File: src/axb_map.vh
`ifndef AXB_MAP_VH
`define AXB_MAP_VH

// Special function register addresses served by this block
`define AXB_CFG_ADDR 8'hbf
`define AXB_UNLOCK_ADDR 8'hf6

// Unlock sequence values
`define AXB_UNLOCK_KEY1 8'h87
`define AXB_UNLOCK_KEY2 8'h59
`define AXB_UNLOCK_RELOCK 8'h00

// Unlock progress codes
`define AXB_LOCK_CLOSED 2'h0
`define AXB_LOCK_HALF 2'h1
`define AXB_LOCK_OPEN 2'h2

// Chip configuration: auxiliary RAM enable bit, stored bits, reset values
`define AXB_CFG_AUXEN_BIT 4
`define AXB_CFG_MASK 8'h9f
`define AXB_CFG_RST 8'h00
`define AXB_UNLOCK_RST 8'h00

// Scratchpad: bit that marks the indirect-only upper half
`define AXB_SP_UPPER_BIT 7

// Bus slot: three internal states of two oscillator cycles each
`define AXB_ST_ALE 2'h0
`define AXB_ST_HOLD 2'h1
`define AXB_ST_LAST 2'h2

// Bus cycle kinds
`define AXB_KIND_FETCH 2'h0
`define AXB_KIND_XRD 2'h1
`define AXB_KIND_XWR 2'h2

// Idle level of the released low address/data port
`define AXB_P0_IDLE 8'hff

`endif

File: src/axb_ram.v
`timescale 1ns/10ps
`default_nettype none

// Flip-flop storage, one write port and two combinational read ports
module axb_ram #(
  parameter AW = 8,
  parameter DW = 8
) (
  input wire i_clk,
  input wire i_we,
  input wire [AW-1:0] i_waddr,
  input wire [DW-1:0] i_wdata,
  input wire [AW-1:0] i_raddr_a,
  output wire [DW-1:0] o_rdata_a,
  input wire [AW-1:0] i_raddr_b,
  output wire [DW-1:0] o_rdata_b
);

  reg [DW-1:0] mem_r [0:(1<<AW)-1];

  // Contents are not reset; software owns the initial values
  always @(posedge i_clk) begin
    if (i_we) begin
      mem_r[i_waddr] <= i_wdata;
    end
  end

  // Reads see the array directly so the pointer and data can chain in one cycle
  assign o_rdata_a = mem_r[i_raddr_a];
  assign o_rdata_b = mem_r[i_raddr_b];

endmodule // axb_ram

`default_nettype wire

File: src/axb_top.v
`timescale 1ns/10ps
`default_nettype none
`include "axb_map.vh"

module axb_top (
  input wire i_clk,
  input wire i_arst_n,
  // Pins
  input wire i_external_fetch_select,
  output reg o_ale,
  output reg o_program_fetch_strobe_n,
  output reg o_rd_n,
  output reg o_wr_n,
  input wire [7:0] i_low_addr_data_port_in,
  output reg [7:0] o_low_addr_data_port_out,
  output reg o_low_addr_data_port_oe_n,
  output reg [7:0] o_high_addr_port_out,
  output reg o_high_addr_port_oe_n,
  // Core side: port latch of the high address port
  input wire [7:0] i_p2_sfr,
  // Core side: register bank and index pointer choice
  input wire [1:0] i_bank_sel,
  input wire i_ptr_sel,
  // Core side: code fetch
  input wire i_fetch_req,
  input wire [15:0] i_fetch_addr,
  input wire [7:0] i_irom_rdata,
  output reg o_fetch_ack,
  output reg [7:0] o_fetch_rdata,
  // Core side: external data move
  input wire i_xmov_req,
  input wire i_xmov_wr,
  input wire i_xmov_use_data_pointer_pair,
  input wire [15:0] i_data_pointer_pair,
  input wire [7:0] i_xmov_wdata,
  output reg o_xmov_ack,
  output reg [7:0] o_xmov_rdata,
  output reg o_xmov_on_chip,
  // Core side: scratchpad access
  input wire i_iram_req,
  input wire i_iram_wr,
  input wire i_iram_indirect,
  input wire [7:0] i_iram_addr,
  input wire [7:0] i_iram_wdata,
  output reg o_iram_ack,
  output reg o_iram_err,
  output reg [7:0] o_iram_rdata,
  // Core side: special function register access
  input wire i_sfr_wr,
  input wire i_sfr_rd,
  input wire [7:0] i_sfr_addr,
  input wire [7:0] i_sfr_wdata,
  output reg o_sfr_hit,
  output reg [7:0] o_sfr_rdata
);

  // Synchronisers for pins
  reg ea_meta_r;
  reg ea_sync_r;
  reg [7:0] p0_meta_r;
  reg [7:0] p0_sync_r;

  // Slot timing: ph_r halves the oscillator, st_r counts internal states
  reg ph_r;
  reg [1:0] st_r;
  reg ph_nxt;
  reg [1:0] st_nxt;
  wire slot_end;

  // Bus cycle state
  reg busy_r;
  reg [1:0] kind_r;
  reg [15:0] addr_r;
  reg [7:0] wdata_r;
  reg busy_nxt;
  reg [1:0] kind_nxt;
  reg [15:0] addr_nxt;
  reg [7:0] wdata_nxt;

  // Configuration and unlock
  reg [7:0] cfg_r;
  reg [7:0] unlock_r;
  reg [1:0] lock_r;
  wire aux_en;

  // Memory wiring
  wire [7:0] ptr_loc;
  wire [7:0] ptr_val;
  wire [7:0] sp_addr;
  wire [7:0] sp_rdata;
  wire sp_we;
  wire [7:0] aux_addr;
  wire [7:0] aux_rdata;
  wire aux_we;

  // Request decode
  wire fetch_ext;
  wire fetch_int_go;
  wire xmov_aux;
  wire xmov_aux_go;
  wire xmov_ext_pend;
  wire fetch_ext_pend;
  wire iram_go;
  wire iram_bad;

  // Pin next values
  reg addr_phase;
  reg ale_nxt;
  reg program_fetch_strobe_n_nxt;
  reg rd_n_nxt;
  reg wr_n_nxt;
  reg [7:0] p0_out_nxt;
  reg p0_oe_n_nxt;
  reg [7:0] p2_out_nxt;

  // Two flops before any logic looks at a pin; select reset as internal fetch
  always @(posedge i_clk or negedge i_arst_n) begin
    if (!i_arst_n) begin
      ea_meta_r <= 1'b1;
      ea_sync_r <= 1'b1;
      p0_meta_r <= `AXB_P0_IDLE;
      p0_sync_r <= `AXB_P0_IDLE;
    end else begin
      ea_meta_r <= i_external_fetch_select;
      ea_sync_r <= ea_meta_r;
      p0_meta_r <= i_low_addr_data_port_in;
      p0_sync_r <= p0_meta_r;
    end
  end

  // Divide by two, then three internal states per slot
  always @* begin
    ph_nxt = ~ph_r;
    st_nxt = st_r;
    if (ph_r) begin
      if (st_r == `AXB_ST_LAST) begin
        st_nxt = `AXB_ST_ALE;
      end else begin
        st_nxt = st_r + 2'h1;
      end
    end
  end

  assign slot_end = ph_r && (st_r == `AXB_ST_LAST);

  always @(posedge i_clk or negedge i_arst_n) begin
    if (!i_arst_n) begin
      ph_r <= 1'b1; // Park at slot end so the first strobe after release is full width
      st_r <= `AXB_ST_LAST;
    end else begin
      ph_r <= ph_nxt;
      st_r <= st_nxt;
    end
  end

  // Unlock progress: any value off the sequence closes it again
  assign aux_en = cfg_r[`AXB_CFG_AUXEN_BIT];

  always @(posedge i_clk or negedge i_arst_n) begin
    if (!i_arst_n) begin
      cfg_r <= `AXB_CFG_RST;
      unlock_r <= `AXB_UNLOCK_RST;
      lock_r <= `AXB_LOCK_CLOSED;
    end else if (i_sfr_wr) begin
      if (i_sfr_addr == `AXB_UNLOCK_ADDR) begin
        unlock_r <= i_sfr_wdata;
        if (i_sfr_wdata == `AXB_UNLOCK_KEY1) begin
          lock_r <= `AXB_LOCK_HALF;
        end else if (i_sfr_wdata == `AXB_UNLOCK_KEY2 && lock_r == `AXB_LOCK_HALF) begin
          lock_r <= `AXB_LOCK_OPEN;
        end else begin
          lock_r <= `AXB_LOCK_CLOSED; // relock value lands here too
        end
      end else if (i_sfr_addr == `AXB_CFG_ADDR && lock_r == `AXB_LOCK_OPEN) begin
        cfg_r <= i_sfr_wdata & `AXB_CFG_MASK;
      end
    end
  end

  // Register reads answer one cycle later; other addresses give no hit
  always @(posedge i_clk or negedge i_arst_n) begin
    if (!i_arst_n) begin
      o_sfr_hit <= 1'b0;
      o_sfr_rdata <= 8'h00;
    end else begin
      o_sfr_hit <= (i_sfr_rd || i_sfr_wr) &&
                   (i_sfr_addr == `AXB_CFG_ADDR || i_sfr_addr == `AXB_UNLOCK_ADDR);
      if (i_sfr_rd && i_sfr_addr == `AXB_CFG_ADDR) begin
        o_sfr_rdata <= cfg_r;
      end else if (i_sfr_rd && i_sfr_addr == `AXB_UNLOCK_ADDR) begin
        o_sfr_rdata <= unlock_r;
      end else begin
        o_sfr_rdata <= 8'h00;
      end
    end
  end

  // Pointer of the selected bank lives in the low scratchpad
  assign ptr_loc = {5'h00, i_bank_sel, i_ptr_sel};
  assign iram_bad = !i_iram_indirect && i_iram_addr[`AXB_SP_UPPER_BIT];
  assign sp_addr = i_iram_indirect ? ptr_val : i_iram_addr;
  assign iram_go = i_iram_req && !o_iram_ack;
  assign sp_we = iram_go && i_iram_wr && !iram_bad;

  axb_ram #(
    .AW(8),
    .DW(8)
  ) u_scratch (
    .i_clk(i_clk),
    .i_we(sp_we),
    .i_waddr(sp_addr),
    .i_wdata(i_iram_wdata),
    .i_raddr_a(ptr_loc),
    .o_rdata_a(ptr_val),
    .i_raddr_b(sp_addr),
    .o_rdata_b(sp_rdata)
  );

  // Scratchpad answers the cycle after the request
  always @(posedge i_clk or negedge i_arst_n) begin
    if (!i_arst_n) begin
      o_iram_ack <= 1'b0;
      o_iram_err <= 1'b0;
      o_iram_rdata <= 8'h00;
    end else begin
      o_iram_ack <= iram_go;
      o_iram_err <= iram_go && iram_bad;
      if (iram_go && !i_iram_wr && !iram_bad) begin
        o_iram_rdata <= sp_rdata;
      end
    end
  end

  // Pointer moves always stay on chip when enabled; data pointer only up to FFH
  assign xmov_aux = aux_en &&
                    (!i_xmov_use_data_pointer_pair || i_data_pointer_pair[15:8] == 8'h00);
  assign aux_addr = i_xmov_use_data_pointer_pair ? i_data_pointer_pair[7:0] : ptr_val;
  assign xmov_aux_go = i_xmov_req && xmov_aux && !o_xmov_ack;
  assign aux_we = xmov_aux_go && i_xmov_wr;

  axb_ram #(
    .AW(8),
    .DW(8)
  ) u_aux (
    .i_clk(i_clk),
    .i_we(aux_we),
    .i_waddr(aux_addr),
    .i_wdata(i_xmov_wdata),
    .i_raddr_a(aux_addr),
    .o_rdata_a(aux_rdata),
    .i_raddr_b(aux_addr),
    .o_rdata_b()
  );

  // Fetch route follows the synchronised select pin
  assign fetch_ext = !ea_sync_r;
  assign fetch_int_go = i_fetch_req && !fetch_ext && !o_fetch_ack;
  assign xmov_ext_pend = i_xmov_req && !xmov_aux && !o_xmov_ack;
  assign fetch_ext_pend = i_fetch_req && fetch_ext && !o_fetch_ack;

  // Bus cycles start only at a slot boundary; a finished slot leaves one idle slot
  always @* begin
    busy_nxt = busy_r;
    kind_nxt = kind_r;
    addr_nxt = addr_r;
    wdata_nxt = wdata_r;
    if (slot_end) begin
      if (busy_r) begin
        busy_nxt = 1'b0;
      end else if (xmov_ext_pend) begin
        busy_nxt = 1'b1;
        kind_nxt = i_xmov_wr ? `AXB_KIND_XWR : `AXB_KIND_XRD;
        addr_nxt = i_xmov_use_data_pointer_pair ? i_data_pointer_pair : {i_p2_sfr, ptr_val};
        wdata_nxt = i_xmov_wdata;
      end else if (fetch_ext_pend) begin
        busy_nxt = 1'b1;
        kind_nxt = `AXB_KIND_FETCH;
        addr_nxt = i_fetch_addr;
        wdata_nxt = wdata_r;
      end
    end
  end

  always @(posedge i_clk or negedge i_arst_n) begin
    if (!i_arst_n) begin
      busy_r <= 1'b0;
      kind_r <= `AXB_KIND_FETCH;
      addr_r <= 16'h0000;
      wdata_r <= 8'h00;
    end else begin
      busy_r <= busy_nxt;
      kind_r <= kind_nxt;
      addr_r <= addr_nxt;
      wdata_r <= wdata_nxt;
    end
  end

  // Answers: internal fetch and auxiliary moves next cycle, bus ones at slot end
  always @(posedge i_clk or negedge i_arst_n) begin
    if (!i_arst_n) begin
      o_fetch_ack <= 1'b0;
      o_fetch_rdata <= 8'h00;
      o_xmov_ack <= 1'b0;
      o_xmov_rdata <= 8'h00;
      o_xmov_on_chip <= 1'b0;
    end else begin
      o_fetch_ack <= 1'b0;
      o_xmov_ack <= 1'b0;
      if (fetch_int_go) begin
        o_fetch_ack <= 1'b1;
        o_fetch_rdata <= i_irom_rdata;
      end else if (slot_end && busy_r && kind_r == `AXB_KIND_FETCH) begin
        o_fetch_ack <= 1'b1;
        o_fetch_rdata <= p0_sync_r;
      end
      if (xmov_aux_go) begin
        o_xmov_ack <= 1'b1;
        o_xmov_on_chip <= 1'b1;
        if (!i_xmov_wr) begin
          o_xmov_rdata <= aux_rdata;
        end
      end else if (slot_end && busy_r && kind_r != `AXB_KIND_FETCH) begin
        o_xmov_ack <= 1'b1;
        o_xmov_on_chip <= 1'b0;
        if (kind_r == `AXB_KIND_XRD) begin
          o_xmov_rdata <= p0_sync_r;
        end
      end
    end
  end

  // Pin values for the coming cycle; auxiliary traffic never reaches here
  always @* begin
    addr_phase = (st_nxt == `AXB_ST_ALE) || (st_nxt == `AXB_ST_HOLD && !ph_nxt);
    ale_nxt = (st_nxt == `AXB_ST_ALE);
    program_fetch_strobe_n_nxt = !(busy_nxt && !addr_phase && kind_nxt == `AXB_KIND_FETCH);
    rd_n_nxt = !(busy_nxt && !addr_phase && kind_nxt == `AXB_KIND_XRD);
    wr_n_nxt = !(busy_nxt && !addr_phase && kind_nxt == `AXB_KIND_XWR);
    p0_out_nxt = `AXB_P0_IDLE;
    p0_oe_n_nxt = 1'b1;
    p2_out_nxt = i_p2_sfr;
    if (busy_nxt) begin
      p2_out_nxt = addr_nxt[15:8];
      if (addr_phase) begin
        p0_out_nxt = addr_nxt[7:0];
        p0_oe_n_nxt = 1'b0;
      end else if (kind_nxt == `AXB_KIND_XWR) begin
        p0_out_nxt = wdata_nxt;
        p0_oe_n_nxt = 1'b0;
      end
    end
  end

  // Every pin comes from a flop; reset leaves the bus released and strobes idle
  always @(posedge i_clk or negedge i_arst_n) begin
    if (!i_arst_n) begin
      o_ale <= 1'b0;
      o_program_fetch_strobe_n <= 1'b1;
      o_rd_n <= 1'b1;
      o_wr_n <= 1'b1;
      o_low_addr_data_port_out <= `AXB_P0_IDLE;
      o_low_addr_data_port_oe_n <= 1'b1;
      o_high_addr_port_out <= `AXB_P0_IDLE;
      o_high_addr_port_oe_n <= 1'b1;
    end else begin
      o_ale <= ale_nxt;
      o_program_fetch_strobe_n <= program_fetch_strobe_n_nxt;
      o_rd_n <= rd_n_nxt;
      o_wr_n <= wr_n_nxt;
      o_low_addr_data_port_out <= p0_out_nxt;
      o_low_addr_data_port_oe_n <= p0_oe_n_nxt;
      o_high_addr_port_out <= p2_out_nxt;
      o_high_addr_port_oe_n <= 1'b0;
    end
  end

endmodule // axb_top

`default_nettype wire

File: config.mk
export PLATFORM = sky130hd
export DESIGN_NAME = axb_top
export DESIGN_NICKNAME = d
export VERILOG_FILES = /design/src/axb_ram.v /design/src/axb_top.v
export VERILOG_INCLUDE_DIRS = /design/src
export SDC_FILE = /design/constraint.sdc
export NUM_CORES = 2
export LEC_CHECK = 0
export BUFFER_PORTS_ARGS = -buffer_cell sky130_fd_sc_hd__buf_2
export CORE_MARGIN = 1
export CORE_UTILIZATION = 40
export DETAILED_ROUTE_END_ITERATION = 10
export GPL_ROUTABILITY_DRIVEN = 1
export HOLD_SLACK_MARGIN = 0.12
export MAX_ROUTING_LAYER = met4
export SYNTH_ARGS = -nofsm -noshare
export SYNTH_HDL_FRONTEND = slang
export SYNTH_SLANG_ARGS = --single-unit
File: constraint.sdc
create_clock -name i_clk -period 4.05 [get_ports i_clk]
set_input_delay 0.81 -clock i_clk [delete_from_list [all_inputs] [get_ports i_clk]]
set_output_delay 0.81 -clock i_clk [all_outputs]
set_load 0.005 [all_outputs]
## Yosys cells after proc, flatten, opt, wreduce, memory -nomap -nowiden

Memory sizes are Yosys's and may differ from the RTL's. A register that Yosys moved wholly into a read port is not among the register bits.
Index checks and enable logic that the tools add are counted.

- Memories: 2
- Flip-flop bits (word level): 116
- Word-level logic and storage cells: 155
- Output and inout bits: 60
- Input port bits: 111
- Bits in writable memories: 4096

- Bitwise gates (word level): 2
- $add $sub $neg: 1
- Equality and inequality tests: 12
- Reduce and logical (&&, ||, !) cells: 60
- Mux-type cells: 48

Memories:

| name | words | bits a word | rd ports | clocked after memory_dff | write ports | line | text |
|---|---|---|---|---|---|---|---|
| u_aux.mem_r | 256 | 8 | 1 | 0 | 1 | axb_ram.v:19 | `reg [DW-1:0] mem_r [0:(1<<AW)-1];` |
| u_scratch.mem_r | 256 | 8 | 2 | 1 | 1 | axb_ram.v:19 |  |

Operators with widths:

| operator | count |
|---|---|
| 8-bit 2-to-1 mux | 17 |
| 16-bit 2-to-1 mux | 5 |
| 1-bit logical AND | 31 |
| 8-bit == test (second input constant) | 3 |
| 2-bit 2-to-1 mux | 9 |
| 1-bit 2-to-1 mux | 17 |
| 1-bit zero test | 14 |
| 2-bit by 1-bit == test with 1-bit output (second input constant) | 4 |
| 8-bit by 7-bit == test with 1-bit output (second input constant) | 1 |
| 8-bit zero test | 1 |
| 2-bit nonzero test | 4 |
| 2-bit == test (second input constant) | 3 |
| 2-bit zero test | 3 |
| 3-bit AND reduction | 2 |
| 1-bit logical OR | 4 |
| 2-bit by 1-bit adder with 2-bit output (second input constant) | 1 |
| 2-bit inequality test (second input constant) | 1 |
| 1-bit NOT | 2 |
| 2-bit AND reduction | 1 |

## Longest topological paths before layout

- Depth in word-level cells: 13
- Mapped depth: 18
- Mapped depth without buffers: 10

## Modules after synthesis

Synthesis repeated with hierarchy kept, for this count alone.

- Cell total of the unflattened synthesis: 10095
- Area total of the unflattened synthesis: 198596.7 um^2

By module, submodules not included:

| module | area each (um^2) | sequential area each (um^2) | cells an instance | times used |
|---|---|---|---|---|
| axb_ram | 96652.7 | 61499.0 | 4831 | 2 |
| axb_top | 5291.3 | 3154.3 | 433 | 1 |

## Least setup slack after synthesis

OpenSTA, ideal clock, no wires.

- Kind: input -> register
- From: input i_ptr_sel
- To: memory u_scratch.mem_r[28][0], enable pin
- Buffers on the path: 9
- Stages: 15
- Arrival time: 4.194 ns
- Setup slack: -0.515 ns
- Library setup time: 0.371 ns
- Required time: 3.679 ns
- Cells stage by stage: buf_6 mux2_1 mux4_2 a21o_1 buf_6 buf_6 buf_6 buf_4 buf_4 buf_2 buf_2 nor3_1 nand2_1 buf_2 nor2_1

- Word-level cells in the longest chain between the ends: 2

Ends and longest elaborated chain:

| what | line | text |
|---|---|---|
| start: declaration | axb_top.v:23 | `input wire i_ptr_sel,` |
| memory 256 x 8 bit | -- |  |
| 8-bit 2-to-1 mux | axb_top.v:201 | `assign sp_addr = i_iram_indirect ? ptr_val : i_iram_addr;` |
| end: declaration | axb_ram.v:19 |  |

Every way passes these cells.

==> reports/qor.csv <==
stage;metric;value;unit
final_layout;layout-drive-gt1-share;28.5;%
die;core.rowCount;236;
sta;setup_slack;-0.0929;ns
status;violations;setup timing;
route;drc;0;
setup_path;cp_data_arrival_time;5.02;ns
sta;rsz0062_at_grt;true;
power;leakagePower;70.7;nW
placed_design;place.gp.congestion;0.953;
sta;min_period_over_period;102;%
clocking;htreeDepth;5;
route;viasPerCell;5.88;
route;ant_nets;0;
clocking;cts_made_buffers;419;
die;ios;171;
final_layout;fill_cells;33832;
sta;clock_skew;0.0677;ns
yosys;syn_nets;10683;
global_routing;grt_pass1_vias;103907;
clocking;cts_sinks;4220;
setup_path;crit_type;register to register;
yosys;async_flop_share;2.94;%
sta;whs;0.188;ns
power;ir_worst_vdd;0.407;mV
sta;period_needed;4.14;ns
yosys;syn_area_per_cell;15.7;sq um
sta;worstMarginPinSlew;1.16;ns
sta;hold_violations;0;
setup_path;crit_path_start_kind;register;
setup_path;worstSetupEndpointType;register;
global_routing;antenna_found_initial;27;
final_layout;syn_to_final_growth;24.4;%
clocking;cts_tree;yes;
placed_design;dp_slack;-1.55;ns
yosys;ys_ff_latch;4220;
yosys;yosys_warnings;0;
yosys;ys_types;74;
route;drtPass1Iterations;8;
die;start_util;40.2;%
global_routing;grt-ovfl-total;0;
clocking;cts_buffer_depth;4;
final_layout;multi_input_area;39800;sq um
power;p_sw;23.5;mW
job;cap_violations;0;
power;power_frac_seq;49.1;%
global_routing;grt_max_degree;145;
die;die_h;647;um
placed_design;hpwl;372000;um
power;intPower;74.8;mW
yosys;synth-main-ff-cell;edfxtp_1;
setup_path;worstPathRequired;4.92;ns
clocking;clkSlewWorstSetupHoldPaths;0.07;ns
yosys;yosysSeqAreaShare;75.8;%
status;status;finished, violations left;
power;power.total;98.3;mW
yosys;syn_area;166000;sq um
sta;worst_slew_margin_rel;22.8;%
sta;setup_viol;5;
final_layout;final_util;50.0;%
power;pwr-share-clk;40.4;%
clocking;cts_root_buffer;clkbuf_16;
global_routing;globalRouteTotalUtil;26.4;%
die;die_x;647;um
power;combPwrFrac;10.5;%
route;num_vias;107654;
yosys;synth_edf_count;4096;
power;power.density;475;nW/um^2
hold_path;hp-class;input port to register;
global_routing;grt_pass1_wl;774000;um
power;swShare;23.9;%
setup_path;critPathMaxFanout;7;
route;drt_iter0_drc;15705;
yosys;synthCells;10572;
route;routed_wl;550000;um
die;fp.coreArea;414000;sq um
placed_design;portBuffers;170;
route;wire_per_inst;30.0;um
sta;drv_slew;0;
clocking;clk_latency;1.01;ns
sta;max_freq;0.241;GHz
die;dieArea;419000;sq um
final_layout;nNetsFinal;12574;
final_layout;final-seq-area;126000;sq um
cell usage after synthesis (all sizes together) (76+ instances only):
| master | n | share of area [%] |
|---|---|---|
| nand2 | 2047 | 4.6 |
| clkbuf | 290 | 0.65 |
| mux4 | 453 | 6.1 |
| dfrtp | 83 | 1.2 |
| edfxtp | 4096 | 74 |
| nand4 | 78 | 0.29 |
| a32oi | 76 | 0.40 |
| and3 | 117 | 0.44 |
| mux2i | 284 | 1.7 |
| nand3 | 761 | 2.3 |
| buf | 385 | 1.2 |
| a21oi | 245 | 0.74 |
| nor2 | 664 | 1.5 |
| a22oi | 124 | 0.56 |
| a31oi | 151 | 0.57 |
repair_timing:
| item | in CTS | in global routing |
|---|---|---|
| setup endpoints to repair | 22 | 40 |
| resized for setup | 57 | 139 |
| gates cloned | 1 | 8 |
| hold buffers | 44 | 0 |
| hold endpoints to repair | 98 | 0 |
| pin swaps | 16 | 43 |
| buffers inserted | 25 | 36 |
power groups by stage:
stage | registers (mW) | clock network, mW | logic (mW)
detailed placement | 49.1 | 0 | 9.74
global placement | 49.1 | 0 | 9.65
finish | 48.2 | 39.7 | 10.3
floorplan | 49.1 | 0 | 4.10
global route | 48.2 | 41.6 | 10.7
CTS | 48.2 | 40.1 | 9.91
worst paths after layout:
check	startpoint	endpoint	slack, ns	cells after the start
setup / recovery	u_scratch.mem_r[6][0]	o_iram_rdata[7]	-0.09	14
hold / removal	i_fetch_addr[5]	addr_r[5]	0.19	3
setup reg to reg	u_scratch.mem_r[6][0]	o_iram_rdata[7]	-0.09	14
hold reg to reg	p0_meta_r[2]	p0_sync_r[2]	0.35	0
max in group asynchronous	i_arst_n	o_high_addr_port_oe_n	2.58	3
min in group asynchronous	i_arst_n	o_xmov_rdata[4]	0.50	2
cells in the final DEF (no fill, tap or decap), types with 93 or more instances in the layout:
| cell type | instances |
|---|---|
| nor2_4 | 193 |
| a31oi_1 | 138 |
| clkbuf_16 | 434 |
| edfxtp_1 | 4096 |
| nand3_1 | 758 |
| a22oi_1 | 107 |
| buf_4 | 1586 |
| mux4_2 | 453 |
| clkinv_1 | 93 |
| buf_2 | 154 |
| nor2_1 | 444 |
| nand2_1 | 2023 |
| a21oi_1 | 233 |
| and3_1 | 115 |
| mux2i_1 | 282 |
| buf_12 | 303 |
per-layer routing:
metal	GRT usage (%)	wire, um	vias up
met5	-	0	-
met4	7.14	16600	0
met3	5.16	60400	866
met2	39.2	249000	6452
met1	37.2	224000	55625
li1	-	-	44711
cell type report:
type / count / area share, %
inverter: 16 / 0.0290
clock buffer: 499 / 5.29
antenna: 21 / 0.0254
clock inverter: 284 / 1.44
multi-input combinational: 5661 / 19.2
timing repair buffer: 2145 / 9.74
sequential: 4220 / 60.9
tap: 5474 / 3.31
metrics by stage:
| stage | cell area (sq um) | std cells | setup TNS, ns |
|---|---|---|---|
| 2_1_floorplan | 168000 | 10572 | -225.82 |
| 3_3_place_gp | 191000 | 17402 | -1211.03 |
| 3_5_place_dp | 191000 | 17404 | -1374.28 |
| 4_1_cts | 206000 | 18257 | -0.0695 |
| 5_1_grt | 207000 | 18313 | -0.481 |
| 6_report | 207000 | 18320 | -0.341 |
flip-flops by register name, summed over array words and instances (netlist names), 6 cells and up:
name                      flops
o_high_addr_port_out          8
o_fetch_rdata                 8
addr_r                       16
u_aux.mem_r                2048
u_scratch.mem_r            2048
wdata_r                       8
unlock_r                      8
o_sfr_rdata                   8
p0_meta_r                     8
p0_sync_r                     8
o_low_addr_data_port_out      8
cfg_r                         6
o_iram_rdata                  8
o_xmov_rdata                  8
cell families (layout without fill, tap and decap cells):
logic type	Yosys count	count (layout)	synth area share, %
compound gates	1078	1078	4.56
other cells	1	22	0.00225
mux	793	793	8.22
flops	4220	4220	75.8
buf+inv	691	2944	1.84
simple gates	3789	3789	9.60
critical path, stage by stage (launching register included):
cell and delay [ns]:
edfxtp_1 0.42, mux2_4 0.29, mux4_2 0.56, a21o_4 0.29
buf_12 0.16, buf_16 0.17, buf_12 0.17, buf_4 0.17
mux2i_1 0.32, a221oi_1 0.15, o21ai_1 0.21, buf_4 0.18
o2111ai_1 0.11, or4b_1 0.53, o32a_1 0.30
(Power assumes the default switching activity.)
